--- src/vam_pkg.sv ---
// package: register map, field layout, reset values and timing of the voltage angle memory
package vam_pkg;

    // register byte offsets
    localparam logic [7:0] VAM_OFS_CTRL = 8'h00;
    localparam logic [7:0] VAM_OFS_ARM = 8'h04;
    localparam logic [7:0] VAM_OFS_CURQ = 8'h08;
    localparam logic [7:0] VAM_OFS_TLIM = 8'h0C;
    localparam logic [7:0] VAM_OFS_VUSE = 8'h10;
    localparam logic [7:0] VAM_OFS_STATUS = 8'h14;
    localparam logic [7:0] VAM_OFS_EVT = 8'h18;
    localparam logic [7:0] VAM_OFS_MASK = 8'h1C;
    localparam logic [7:0] VAM_OFS_HOLD = 8'h20;
    localparam logic [7:0] VAM_OFS_SAMPF = 8'h24;

    // control register layout, bit 7 downward
    typedef struct packed {
        logic sync4_used;
        logic sync3_used;
        logic sync_mode;
        logic freq_track;
        logic nom60;
        logic cur_follow;
        logic cur_qual_en;
        logic enable;
    } vam_ctrl_s;

    localparam int VAM_CTRL_W = 8;
    localparam logic [7:0] VAM_CTRL_RST = 8'h00;

    // voltage in 0.01 V steps, time limit in 10 ms steps
    localparam logic [15:0] VAM_ARM_MIN = 16'h00C8;
    localparam logic [15:0] VAM_ARM_MAX = 16'h1388;
    localparam logic [15:0] VAM_ARM_RST = 16'h00C8;
    localparam logic [15:0] VAM_CURQ_RST = 16'h0000;
    localparam logic [12:0] VAM_TLIM_MIN = 13'h0002;
    localparam logic [12:0] VAM_TLIM_MAX = 13'h1388;
    localparam logic [12:0] VAM_TLIM_RST = 13'h0032;
    localparam logic [5:0] VAM_VUSE_RST = 6'h3F;

    // angles in 0.01 degree, frequencies in 0.01 Hz
    localparam logic [15:0] VAM_ANG_FULL = 16'h8CA0;
    localparam logic [15:0] VAM_NOM_50 = 16'h1388;
    localparam logic [15:0] VAM_NOM_60 = 16'h1770;

    // event bits
    localparam int VAM_EV_N = 12;
    localparam int VAM_EV_EN = 0;
    localparam int VAM_EV_DIS = 1;
    localparam int VAM_EV_LOW_ON = 2;
    localparam int VAM_EV_LOW_OFF = 3;
    localparam int VAM_EV_HIGH_ON = 4;
    localparam int VAM_EV_HIGH_OFF = 5;
    localparam int VAM_EV_FCUR_ON = 6;
    localparam int VAM_EV_FCUR_OFF = 7;
    localparam int VAM_EV_USE_ON = 8;
    localparam int VAM_EV_USE_OFF = 9;
    localparam int VAM_EV_BLK_ON = 10;
    localparam int VAM_EV_BLK_OFF = 11;

    // time base of the engaged-time limit
    localparam longint VAM_CLK_PERIOD_PS = 40000;
    localparam longint VAM_TIME_STEP_MS = 10;
    localparam int VAM_TICK_CYCLES = int'((VAM_TIME_STEP_MS * 1000000000) / VAM_CLK_PERIOD_PS);

    typedef enum logic [1:0] {
        VAM_IDLE,
        VAM_ENGAGED,
        VAM_EXPIRED
    } vam_phase_e;

endpackage

--- src/vam_core.sv ---
// voltage angle memory: engagement, held reference, time limit, events and apb registers
//
// Chosen here: the APB slave port and the register offsets.
`timescale 1ns/1ps

module vam_core
    import vam_pkg::*;
#(
    parameter int NV = 6,
    parameter int TICK_CYCLES = VAM_TICK_CYCLES
) (
    input wire logic clk,
    input wire logic rst_n,
    input wire logic ce,
    input wire logic [7:0] paddr,
    input wire logic psel,
    input wire logic penable,
    input wire logic pwrite,
    input wire logic [31:0] pwdata,
    output logic [31:0] prdata,
    output logic pready,
    output logic pslverr,
    input wire logic cycle_strobe,
    input wire logic [NV*16-1:0] volt_mag,
    input wire logic [NV*16-1:0] volt_ang,
    input wire logic [47:0] cur_mag,
    input wire logic [15:0] volt_freq,
    input wire logic [15:0] cur3_freq,
    input wire logic [31:0] sync_ang_in,
    input wire logic block_in,
    output logic mem_in_use,
    output logic fallback_nondir,
    output logic [15:0] ref_amplitude,
    output logic [NV*16-1:0] ref_angle,
    output logic sync_ang_valid,
    output logic [31:0] sync_ang,
    output logic [15:0] samp_freq,
    output logic freq_from_current,
    output logic [VAM_EV_N-1:0] event_pulse,
    output logic irq
);

    localparam int TW = $clog2(TICK_CYCLES + 1);
    localparam logic [TW-1:0] TICK_LAST = TW'(TICK_CYCLES - 1);

    typedef struct packed {
        vam_phase_e phase;
        logic in_use;
        vam_ctrl_s ctrl;
        logic [15:0] arm;
        logic [15:0] curq;
        logic [12:0] tlim;
        logic [NV-1:0] vuse;
        logic [VAM_EV_N-1:0] evt;
        logic [VAM_EV_N-1:0] msk;
        logic [31:0] prdata;
        logic pready;
        logic pslverr;
        logic [TW-1:0] tick;
        logic [12:0] tmr;
        logic blk;
        logic low;
        logic high;
        logic fcur;
        logic en_prev;
        logic [NV*16-1:0] prev_ang;
        logic [NV*16-1:0] ref_ang;
        logic [15:0] ref_amp;
        logic fallback;
        logic sync_valid;
        logic [31:0] sync_ang;
        logic [15:0] samp_freq;
        logic [VAM_EV_N-1:0] ev_pulse;
        logic irq;
    } vam_state_s;

    vam_state_s s_r;
    vam_state_s s_nxt;
    logic rst_sync1_r;
    logic rst_sync2_r;

    ////////////////////////////////////////////////////////////////////////////////
    // helpers

    // wrap a raw angle into 0..359.99 degrees
    function automatic logic [15:0] wrap_ang(input logic [15:0] a);
        wrap_ang = (a >= VAM_ANG_FULL) ? 16'(a - VAM_ANG_FULL) : a;
    endfunction

    function automatic logic [15:0] clamp16(input logic [15:0] v, input logic [15:0] lo,
                                            input logic [15:0] hi);
        clamp16 = (v < lo) ? lo : ((v > hi) ? hi : v);
    endfunction

    function automatic logic is_mapped(input logic [7:0] a);
        case (a)
            VAM_OFS_CTRL, VAM_OFS_ARM, VAM_OFS_CURQ, VAM_OFS_TLIM, VAM_OFS_VUSE,
            VAM_OFS_STATUS, VAM_OFS_EVT, VAM_OFS_MASK, VAM_OFS_HOLD, VAM_OFS_SAMPF: begin
                is_mapped = 1'b1;
            end
            default: begin
                is_mapped = 1'b0;
            end
        endcase
    endfunction

    ////////////////////////////////////////////////////////////////////////////////
    // measurement conditions

    logic [NV-1:0] v_below;
    logic [2:0] i_above;
    logic [NV*16-1:0] ang_wrapped;
    logic low_now;
    logic high_now;

    genvar g;
    generate
        for (g = 0; g < NV; g = g + 1) begin : g_volt
            // unused channels count as below so they never hold off engagement
            assign v_below[g] = !s_r.vuse[g] || (volt_mag[g*16 +: 16] < s_r.arm);
            assign ang_wrapped[g*16 +: 16] = wrap_ang(volt_ang[g*16 +: 16]);
        end
        for (g = 0; g < 3; g = g + 1) begin : g_cur
            assign i_above[g] = cur_mag[g*16 +: 16] > s_r.curq;
        end
    endgenerate

    // with no channel in use the condition can never be met
    assign low_now = (&v_below) && (|s_r.vuse);
    assign high_now = |i_above;

    ////////////////////////////////////////////////////////////////////////////////
    // next state

    logic setup;
    logic access;
    logic wr;
    logic [VAM_EV_N-1:0] ev_set;
    logic [VAM_EV_N-1:0] ev_clr;
    logic tick_done;
    logic expired;
    logic qual_ok;
    logic engage;
    logic drop;
    logic [15:0] wr_lo;
    logic [31:0] rd;

    always_comb begin
        s_nxt = s_r;
        setup = psel && !penable;
        access = psel && penable && s_r.pready;
        wr = access && pwrite && is_mapped(paddr);
        wr_lo = pwdata[15:0];
        ev_set = '0;
        ev_clr = '0;
        rd = 32'h0000_0000;

        // register writes
        if (wr) begin
            case (paddr)
                VAM_OFS_CTRL: begin
                    s_nxt.ctrl = vam_ctrl_s'(pwdata[VAM_CTRL_W-1:0]);
                end
                VAM_OFS_ARM: begin
                    s_nxt.arm = clamp16(wr_lo, VAM_ARM_MIN, VAM_ARM_MAX);
                end
                VAM_OFS_CURQ: begin
                    s_nxt.curq = wr_lo;
                end
                VAM_OFS_TLIM: begin
                    s_nxt.tlim = 13'(clamp16(wr_lo, 16'(VAM_TLIM_MIN), 16'(VAM_TLIM_MAX)));
                end
                VAM_OFS_VUSE: begin
                    s_nxt.vuse = pwdata[NV-1:0];
                end
                VAM_OFS_EVT: begin
                    ev_clr = pwdata[VAM_EV_N-1:0];
                end
                VAM_OFS_MASK: begin
                    s_nxt.msk = pwdata[VAM_EV_N-1:0];
                end
                default: begin
                end
            endcase
        end

        // enable and disable events follow the stored setting
        s_nxt.en_prev = s_r.ctrl.enable;
        if (s_r.ctrl.enable && !s_r.en_prev) begin
            ev_set[VAM_EV_EN] = 1'b1;
        end
        if (!s_r.ctrl.enable && s_r.en_prev) begin
            ev_set[VAM_EV_DIS] = 1'b1;
        end

        // conditions are re-evaluated once per program cycle
        if (cycle_strobe) begin
            s_nxt.blk = block_in;
            s_nxt.low = low_now;
            s_nxt.high = high_now;
            ev_set[VAM_EV_BLK_ON] = block_in && !s_r.blk;
            ev_set[VAM_EV_BLK_OFF] = !block_in && s_r.blk;
            ev_set[VAM_EV_LOW_ON] = low_now && !s_r.low;
            ev_set[VAM_EV_LOW_OFF] = !low_now && s_r.low;
            ev_set[VAM_EV_HIGH_ON] = high_now && !s_r.high;
            ev_set[VAM_EV_HIGH_OFF] = !high_now && s_r.high;
        end

        // engagement timer in 10 ms steps
        tick_done = (s_r.tick == TICK_LAST);
        expired = tick_done && ({1'b0, s_r.tmr} + 14'h0001 >= {1'b0, s_r.tlim});
        qual_ok = !s_r.ctrl.cur_qual_en || high_now;
        engage = cycle_strobe && s_r.ctrl.enable && !block_in && low_now && qual_ok;
        drop = !s_r.ctrl.enable || (cycle_strobe && block_in) || s_r.blk || expired;

        case (s_r.phase)
            VAM_IDLE: begin
                s_nxt.tick = '0;
                s_nxt.tmr = '0;
                s_nxt.fallback = 1'b0;
                if (engage) begin
                    s_nxt.phase = VAM_ENGAGED;
                    // angles from the program cycle just before the engaging one
                    s_nxt.ref_ang = s_r.prev_ang;
                    s_nxt.ref_amp = s_r.arm;
                    ev_set[VAM_EV_USE_ON] = 1'b1;
                end
            end
            VAM_ENGAGED: begin
                if (tick_done) begin
                    s_nxt.tick = '0;
                    s_nxt.tmr = 13'(s_r.tmr + 13'h0001);
                end else begin
                    s_nxt.tick = TW'(s_r.tick + 1'b1);
                end
                if (drop) begin
                    ev_set[VAM_EV_USE_OFF] = 1'b1;
                    s_nxt.tick = '0;
                    // every drop waits for recovery, so one fault gives one period
                    s_nxt.phase = VAM_EXPIRED;
                    s_nxt.fallback = expired;
                end
            end
            VAM_EXPIRED: begin
                s_nxt.tmr = '0;
                if (!s_r.low && !low_now) begin
                    s_nxt.phase = VAM_IDLE;
                    s_nxt.fallback = 1'b0;
                end
            end
            default: begin
                s_nxt.phase = VAM_IDLE;
            end
        endcase

        // reference angle pipeline: keep the angles of each program cycle spent outside engagement
        if (cycle_strobe && s_r.phase != VAM_ENGAGED) begin
            s_nxt.prev_ang = ang_wrapped;
        end
        if (s_nxt.phase != VAM_ENGAGED) begin
            // live reference while not engaged
            s_nxt.ref_ang = s_r.prev_ang;
            s_nxt.ref_amp = 16'h0000;
        end
        s_nxt.in_use = (s_nxt.phase == VAM_ENGAGED);

        // sampling frequency for protection stages other than frequency protection
        s_nxt.fcur = s_r.ctrl.cur_follow && low_now;
        if (s_nxt.fcur) begin
            s_nxt.samp_freq = cur3_freq;
        end else if (!s_r.ctrl.freq_track) begin
            s_nxt.samp_freq = s_r.ctrl.nom60 ? VAM_NOM_60 : VAM_NOM_50;
        end else begin
            s_nxt.samp_freq = volt_freq;
        end
        ev_set[VAM_EV_FCUR_ON] = s_nxt.fcur && !s_r.fcur;
        ev_set[VAM_EV_FCUR_OFF] = !s_nxt.fcur && s_r.fcur;

        // synchrocheck angles
        s_nxt.sync_valid = s_r.ctrl.sync_mode && s_r.ctrl.sync3_used
                           && s_r.ctrl.sync4_used;
        s_nxt.sync_ang = s_nxt.sync_valid
                         ? {wrap_ang(sync_ang_in[31:16]), wrap_ang(sync_ang_in[15:0])}
                         : 32'h0000_0000;

        // sticky events: a set in the clearing cycle wins
        s_nxt.evt = (s_r.evt & ~ev_clr) | ev_set;
        s_nxt.ev_pulse = ev_set;
        s_nxt.irq = |(s_nxt.evt & s_nxt.msk);

        // apb: answer registered during setup, so access completes in one cycle
        case (paddr)
            VAM_OFS_CTRL: begin
                rd = {24'h000000, s_r.ctrl};
            end
            VAM_OFS_ARM: begin
                rd = {16'h0000, s_r.arm};
            end
            VAM_OFS_CURQ: begin
                rd = {16'h0000, s_r.curq};
            end
            VAM_OFS_TLIM: begin
                rd = {19'h00000, s_r.tlim};
            end
            VAM_OFS_VUSE: begin
                rd = 32'(s_r.vuse);
            end
            VAM_OFS_STATUS: begin
                rd = {20'h00000, s_r.tmr == 13'h0000 ? 1'b0 : 1'b1, s_r.phase,
                      s_r.sync_valid, s_r.fallback, s_r.fcur, s_r.blk, s_r.high,
                      s_r.low, s_r.phase == VAM_ENGAGED, s_r.ctrl.enable, 1'b0};
            end
            VAM_OFS_EVT: begin
                rd = 32'(s_r.evt);
            end
            VAM_OFS_MASK: begin
                rd = 32'(s_r.msk);
            end
            VAM_OFS_HOLD: begin
                rd = {16'h0000, s_r.ref_ang[15:0]};
            end
            VAM_OFS_SAMPF: begin
                rd = {16'h0000, s_r.samp_freq};
            end
            default: begin
                rd = 32'h0000_0000;
            end
        endcase
        if (setup) begin
            s_nxt.pready = 1'b1;
            s_nxt.prdata = pwrite ? 32'h0000_0000 : rd;
            s_nxt.pslverr = !is_mapped(paddr);
        end else begin
            s_nxt.pready = 1'b0;
            s_nxt.pslverr = 1'b0;
        end
    end

    ////////////////////////////////////////////////////////////////////////////////
    // reset release and state register

    always_ff @(posedge clk or negedge rst_n) begin
        if (!rst_n) begin
            rst_sync1_r <= 1'b0;
            rst_sync2_r <= 1'b0;
        end else begin
            rst_sync1_r <= 1'b1;
            rst_sync2_r <= rst_sync1_r;
        end
    end

    always_ff @(posedge clk or negedge rst_sync2_r) begin
        if (!rst_sync2_r) begin
            s_r <= '0;
            s_r.phase <= VAM_IDLE;
            s_r.ctrl <= vam_ctrl_s'(VAM_CTRL_RST);
            s_r.arm <= VAM_ARM_RST;
            s_r.curq <= VAM_CURQ_RST;
            s_r.tlim <= VAM_TLIM_RST;
            s_r.vuse <= VAM_VUSE_RST;
            s_r.samp_freq <= VAM_NOM_50;
        end else if (ce) begin
            s_r <= s_nxt;
        end
    end

    ////////////////////////////////////////////////////////////////////////////////
    // outputs, all straight from the state register

    assign prdata = s_r.prdata;
    assign pready = s_r.pready;
    assign pslverr = s_r.pslverr;
    assign mem_in_use = s_r.in_use;
    assign fallback_nondir = s_r.fallback;
    assign ref_amplitude = s_r.ref_amp;
    assign ref_angle = s_r.ref_ang;
    assign sync_ang_valid = s_r.sync_valid;
    assign sync_ang = s_r.sync_ang;
    assign samp_freq = s_r.samp_freq;
    assign freq_from_current = s_r.fcur;
    assign event_pulse = s_r.ev_pulse;
    assign irq = s_r.irq;

endmodule // vam_core

--- config.mk ---
export PLATFORM = sky130hd
export DESIGN_NAME = vam_core
export DESIGN_NICKNAME = d
export VERILOG_FILES = /design/src/vam_pkg.sv /design/src/vam_core.sv
export SDC_FILE = /design/constraint.sdc
export NUM_CORES = 1
export LEC_CHECK = 0
export BUFFER_PORTS_ARGS = -buffer_cell sky130_fd_sc_hd__buf_2
export CORE_ASPECT_RATIO = 0.9
export CORE_MARGIN = 2
export CORE_UTILIZATION = 35
export CTS_CLUSTER_DIAMETER = 30
export DETAILED_ROUTE_END_ITERATION = 6
export PLACE_DENSITY = 0.54
export SYNTH_ARGS = -nofsm -noshare
export SYNTH_HDL_FRONTEND = slang
export SYNTH_SLANG_ARGS = --single-unit
--- constraint.sdc ---
create_clock -name clk -period 11.5 [get_ports clk]
set_input_delay 3.45 -clock clk [delete_from_list [all_inputs] [get_ports clk]]
set_output_delay 3.45 -clock clk [all_outputs]
set_load 0.01 [all_outputs]
==> results.md <==
- Maximum clock rate: 151 MHz
- Worst slew pin tran: 1090 ps
- Sink Count: 413
- Vias in the first global route: 20323
- R2R Path End: ref_angle[23]
- Core area: 68300 um^2
- Share of cells above drive strength 1: 0.306
- Max-cap violations: 0
- Source of the critical timing path: volt_mag[34]
- Hold crit path type: flop to flop
- Syn Area/Cell: 9.65 um^2
- Ys flop type: dfrtp_1
- GRT Overall Usage: 0.224
- Resize count post-CTS: 0
- Buffers on Ports: 530
- CTS tree: built
- Critical path fanouts, max: 37
- Status: completed
- Iter 0 DRT Violations: 1406
- Seq/Total Area, Yosys: 0.429
- Area share of the largest cell type after synthesis: 0.411
- Commonest cells post-synth: dfrtp_1 (396), nand2_1 (359), buf_4 (204)
- Clk buf depth: 3
- Global-route wire length before repair: 122000 um
- TritonRoute pass-1 iters: 7
- # rows: 91
- Horiz. Die Dim: 281 um
- RSZ-0062 raised after global routing: no
- Worst vdd ir: 0.130 mV
- # Post-CTS Setup Buffers: 0
- Io pins: 563
- Top cells by area, synth: dfrtp_1 (41%), ha_1 (8.4%), buf_4 (6.4%)
- Full die area: 71000 um^2
- FF-to-FF setup slack: 6270 ps
- Area Overhead vs Synth: 25.5%
- WP data arrival: 7110 ps
- Root Buffer: clkbuf_16
- Num CTS Buffers: 108
- Cell Area, Synth: 24100 um^2
- Setup CP Type: primary input to flop
- GPL Wtd Cong: 0.944
- Worst Skew: 38.5 ps
- Reg2Reg Launch Point: s_r[276]
- PD cells: 187 nW/um^2
- DR vias: 20100
- Cell count after synthesis: 2499
- Via/cell ratio: 5.22
- Initial core utilization: 0.353
- Cts hold-fix bufs: 0
- Crit path time final: 6620 ps
- Seq cells post-synth: 413
- Worst R2R Path Depth: 15
- Nets: 3383
- DP Wirelength: 60700 um
- Final Hold Vio Count: 0
- WL/cell: 20.8 um
- Setup crit end: samp_freq[5]
- # DRC: 0
- Setup TNS: 0 ps
- Period utilisation layout: 0.575
- WP data required: 11990 ps
- Final core utilization: 0.443
- Antenna Nets Post-Route: 0
- Routed wire length: 80200 um
- Number of synthesized flops with an enable pin: 0
- Startpoint Class: primary input
- Count of final setup violators: 0
- Ys Warns: 0
- Clock Latency Late Sink: 650 ps
- Worst slew margin: 0.272
- Yosys cell types: 81
- Synth area leader: dfrtp_1
- Final Slew Violations: 0
- Gr ovfl total: 0
- Initial antenna violation count: 20
- Die Ht: 253 um
- Async S/R FF share, synth: 1.00
- CTS H-tree depth: 3
- Pleak: 0.0149 uW
- Most common cell in the netlist: dfrtp_1
- Setup crit end kind: flop
- Largest net degree at the start of global routing: 158
- Reg clk slew, reported paths: 40 ps
-- stage by stage --
| step | cell area (um^2) | setup WS, ps | hold WS, ps | cells | total power [uW] |
|---|---|---|---|---|---|
| after floorplan | 24200 | 4780 | 331 | 2514 | 2180 |
| final | 30300 | 4880 | 346 | 3853 | 5650 |
| after global routing | 30300 | 4650 | 356 | 3847 | 5870 |
| after global placement | 26200 | 4350 | 338 | 3642 | 2360 |
| after detailed placement | 26200 | 4320 | 338 | 3642 | 2380 |
| after CTS | 30200 | 4960 | 349 | 3842 | 5720 |
-- layer usage --
| layer | GRT usage | part of all wire |
|---|---|---|
| met3 | 0.0660 | 0.085 |
| met1 | 0.281 | 0.42 |
| met5 | 0 | 0.0013 |
| met2 | 0.366 | 0.46 |
| met4 | 0.0802 | 0.031 |
-- registers in the layout, indices dropped and copies added, names as in the netlist, 12 cells and up --
signal         cells
s_r              215
ref_angle         96
sync_ang          32
prdata            16
ref_amplitude     16
samp_freq         16
event_pulse       12
-- area by class of cell --
| type | instances | area, um^2 |
|---|---|---|
| clock inverters | 58 | 1010 |
| well taps | 883 | 1100 |
| repair buffers | 549 | 2810 |
| clock buffers | 142 | 3030 |
| multi-input cells | 1682 | 11500 |
| inverters | 115 | 432 |
| fillers | 6618 | 38000 |
| diodes | 11 | 27.5 |
| flip-flops and latches | 413 | 10400 |
-- power breakdown --
| group | internal, uW | switching [uW] |
|---|---|---|
| clock | 2360 | 940 |
| sequential | 1620 | 128 |
| combinational | 258 | 341 |
-- worst max-delay path: stages --
cell and delay [ps]:
buf_2 130, ha_1 310, a211oi_1 240, o21ai_0 130
a211oi_1 500, o21ai_0 280, a2111oi_4 520, nand4_2 810
o211ai_1 560, o21ai_0 170
-- layout by cell type, fill, tap and decap left out, drive strengths merged, types with 19 or more instances in the layout --
master,n
buf,549
dfrtp,396
nand2,359
o21ai,190
ha,162
clkbuf,142
mux2,124
inv,117
nor2,108
a21oi,95
nand3,62
a22o,61
xnor2,55
nand4,38
nor3,35
nand2b,28
a21o,28
o211ai,27
xor2,25
clkinv,24
bufinv,23
mux2i,19
-- worst min path at each step --
stage / startpoint / end / cells after the start
2_1_floorplan: rst_sync1_r / rst_sync2_r / 0
3_3_place_gp: rst_sync1_r / rst_sync2_r / 0
3_5_place_dp: rst_sync1_r / rst_sync2_r / 0
4_1_cts: rst_sync1_r / rst_sync2_r / 0
5_1_grt: rst_sync1_r / rst_sync2_r / 0
6_report: rst_sync1_r / rst_sync2_r / 0
-- logic make-up after synthesis --
group,after synthesis,synth area share
buf+inv,419,0.0979
other cells,2,0.000311
fa+ha+maj,162,0.0841
xor+xnor,80,0.0291
flops,413,0.429
compound gates,554,0.154
simple gates,726,0.140
mux,143,0.0658
(Power assumes the default switching activity.)
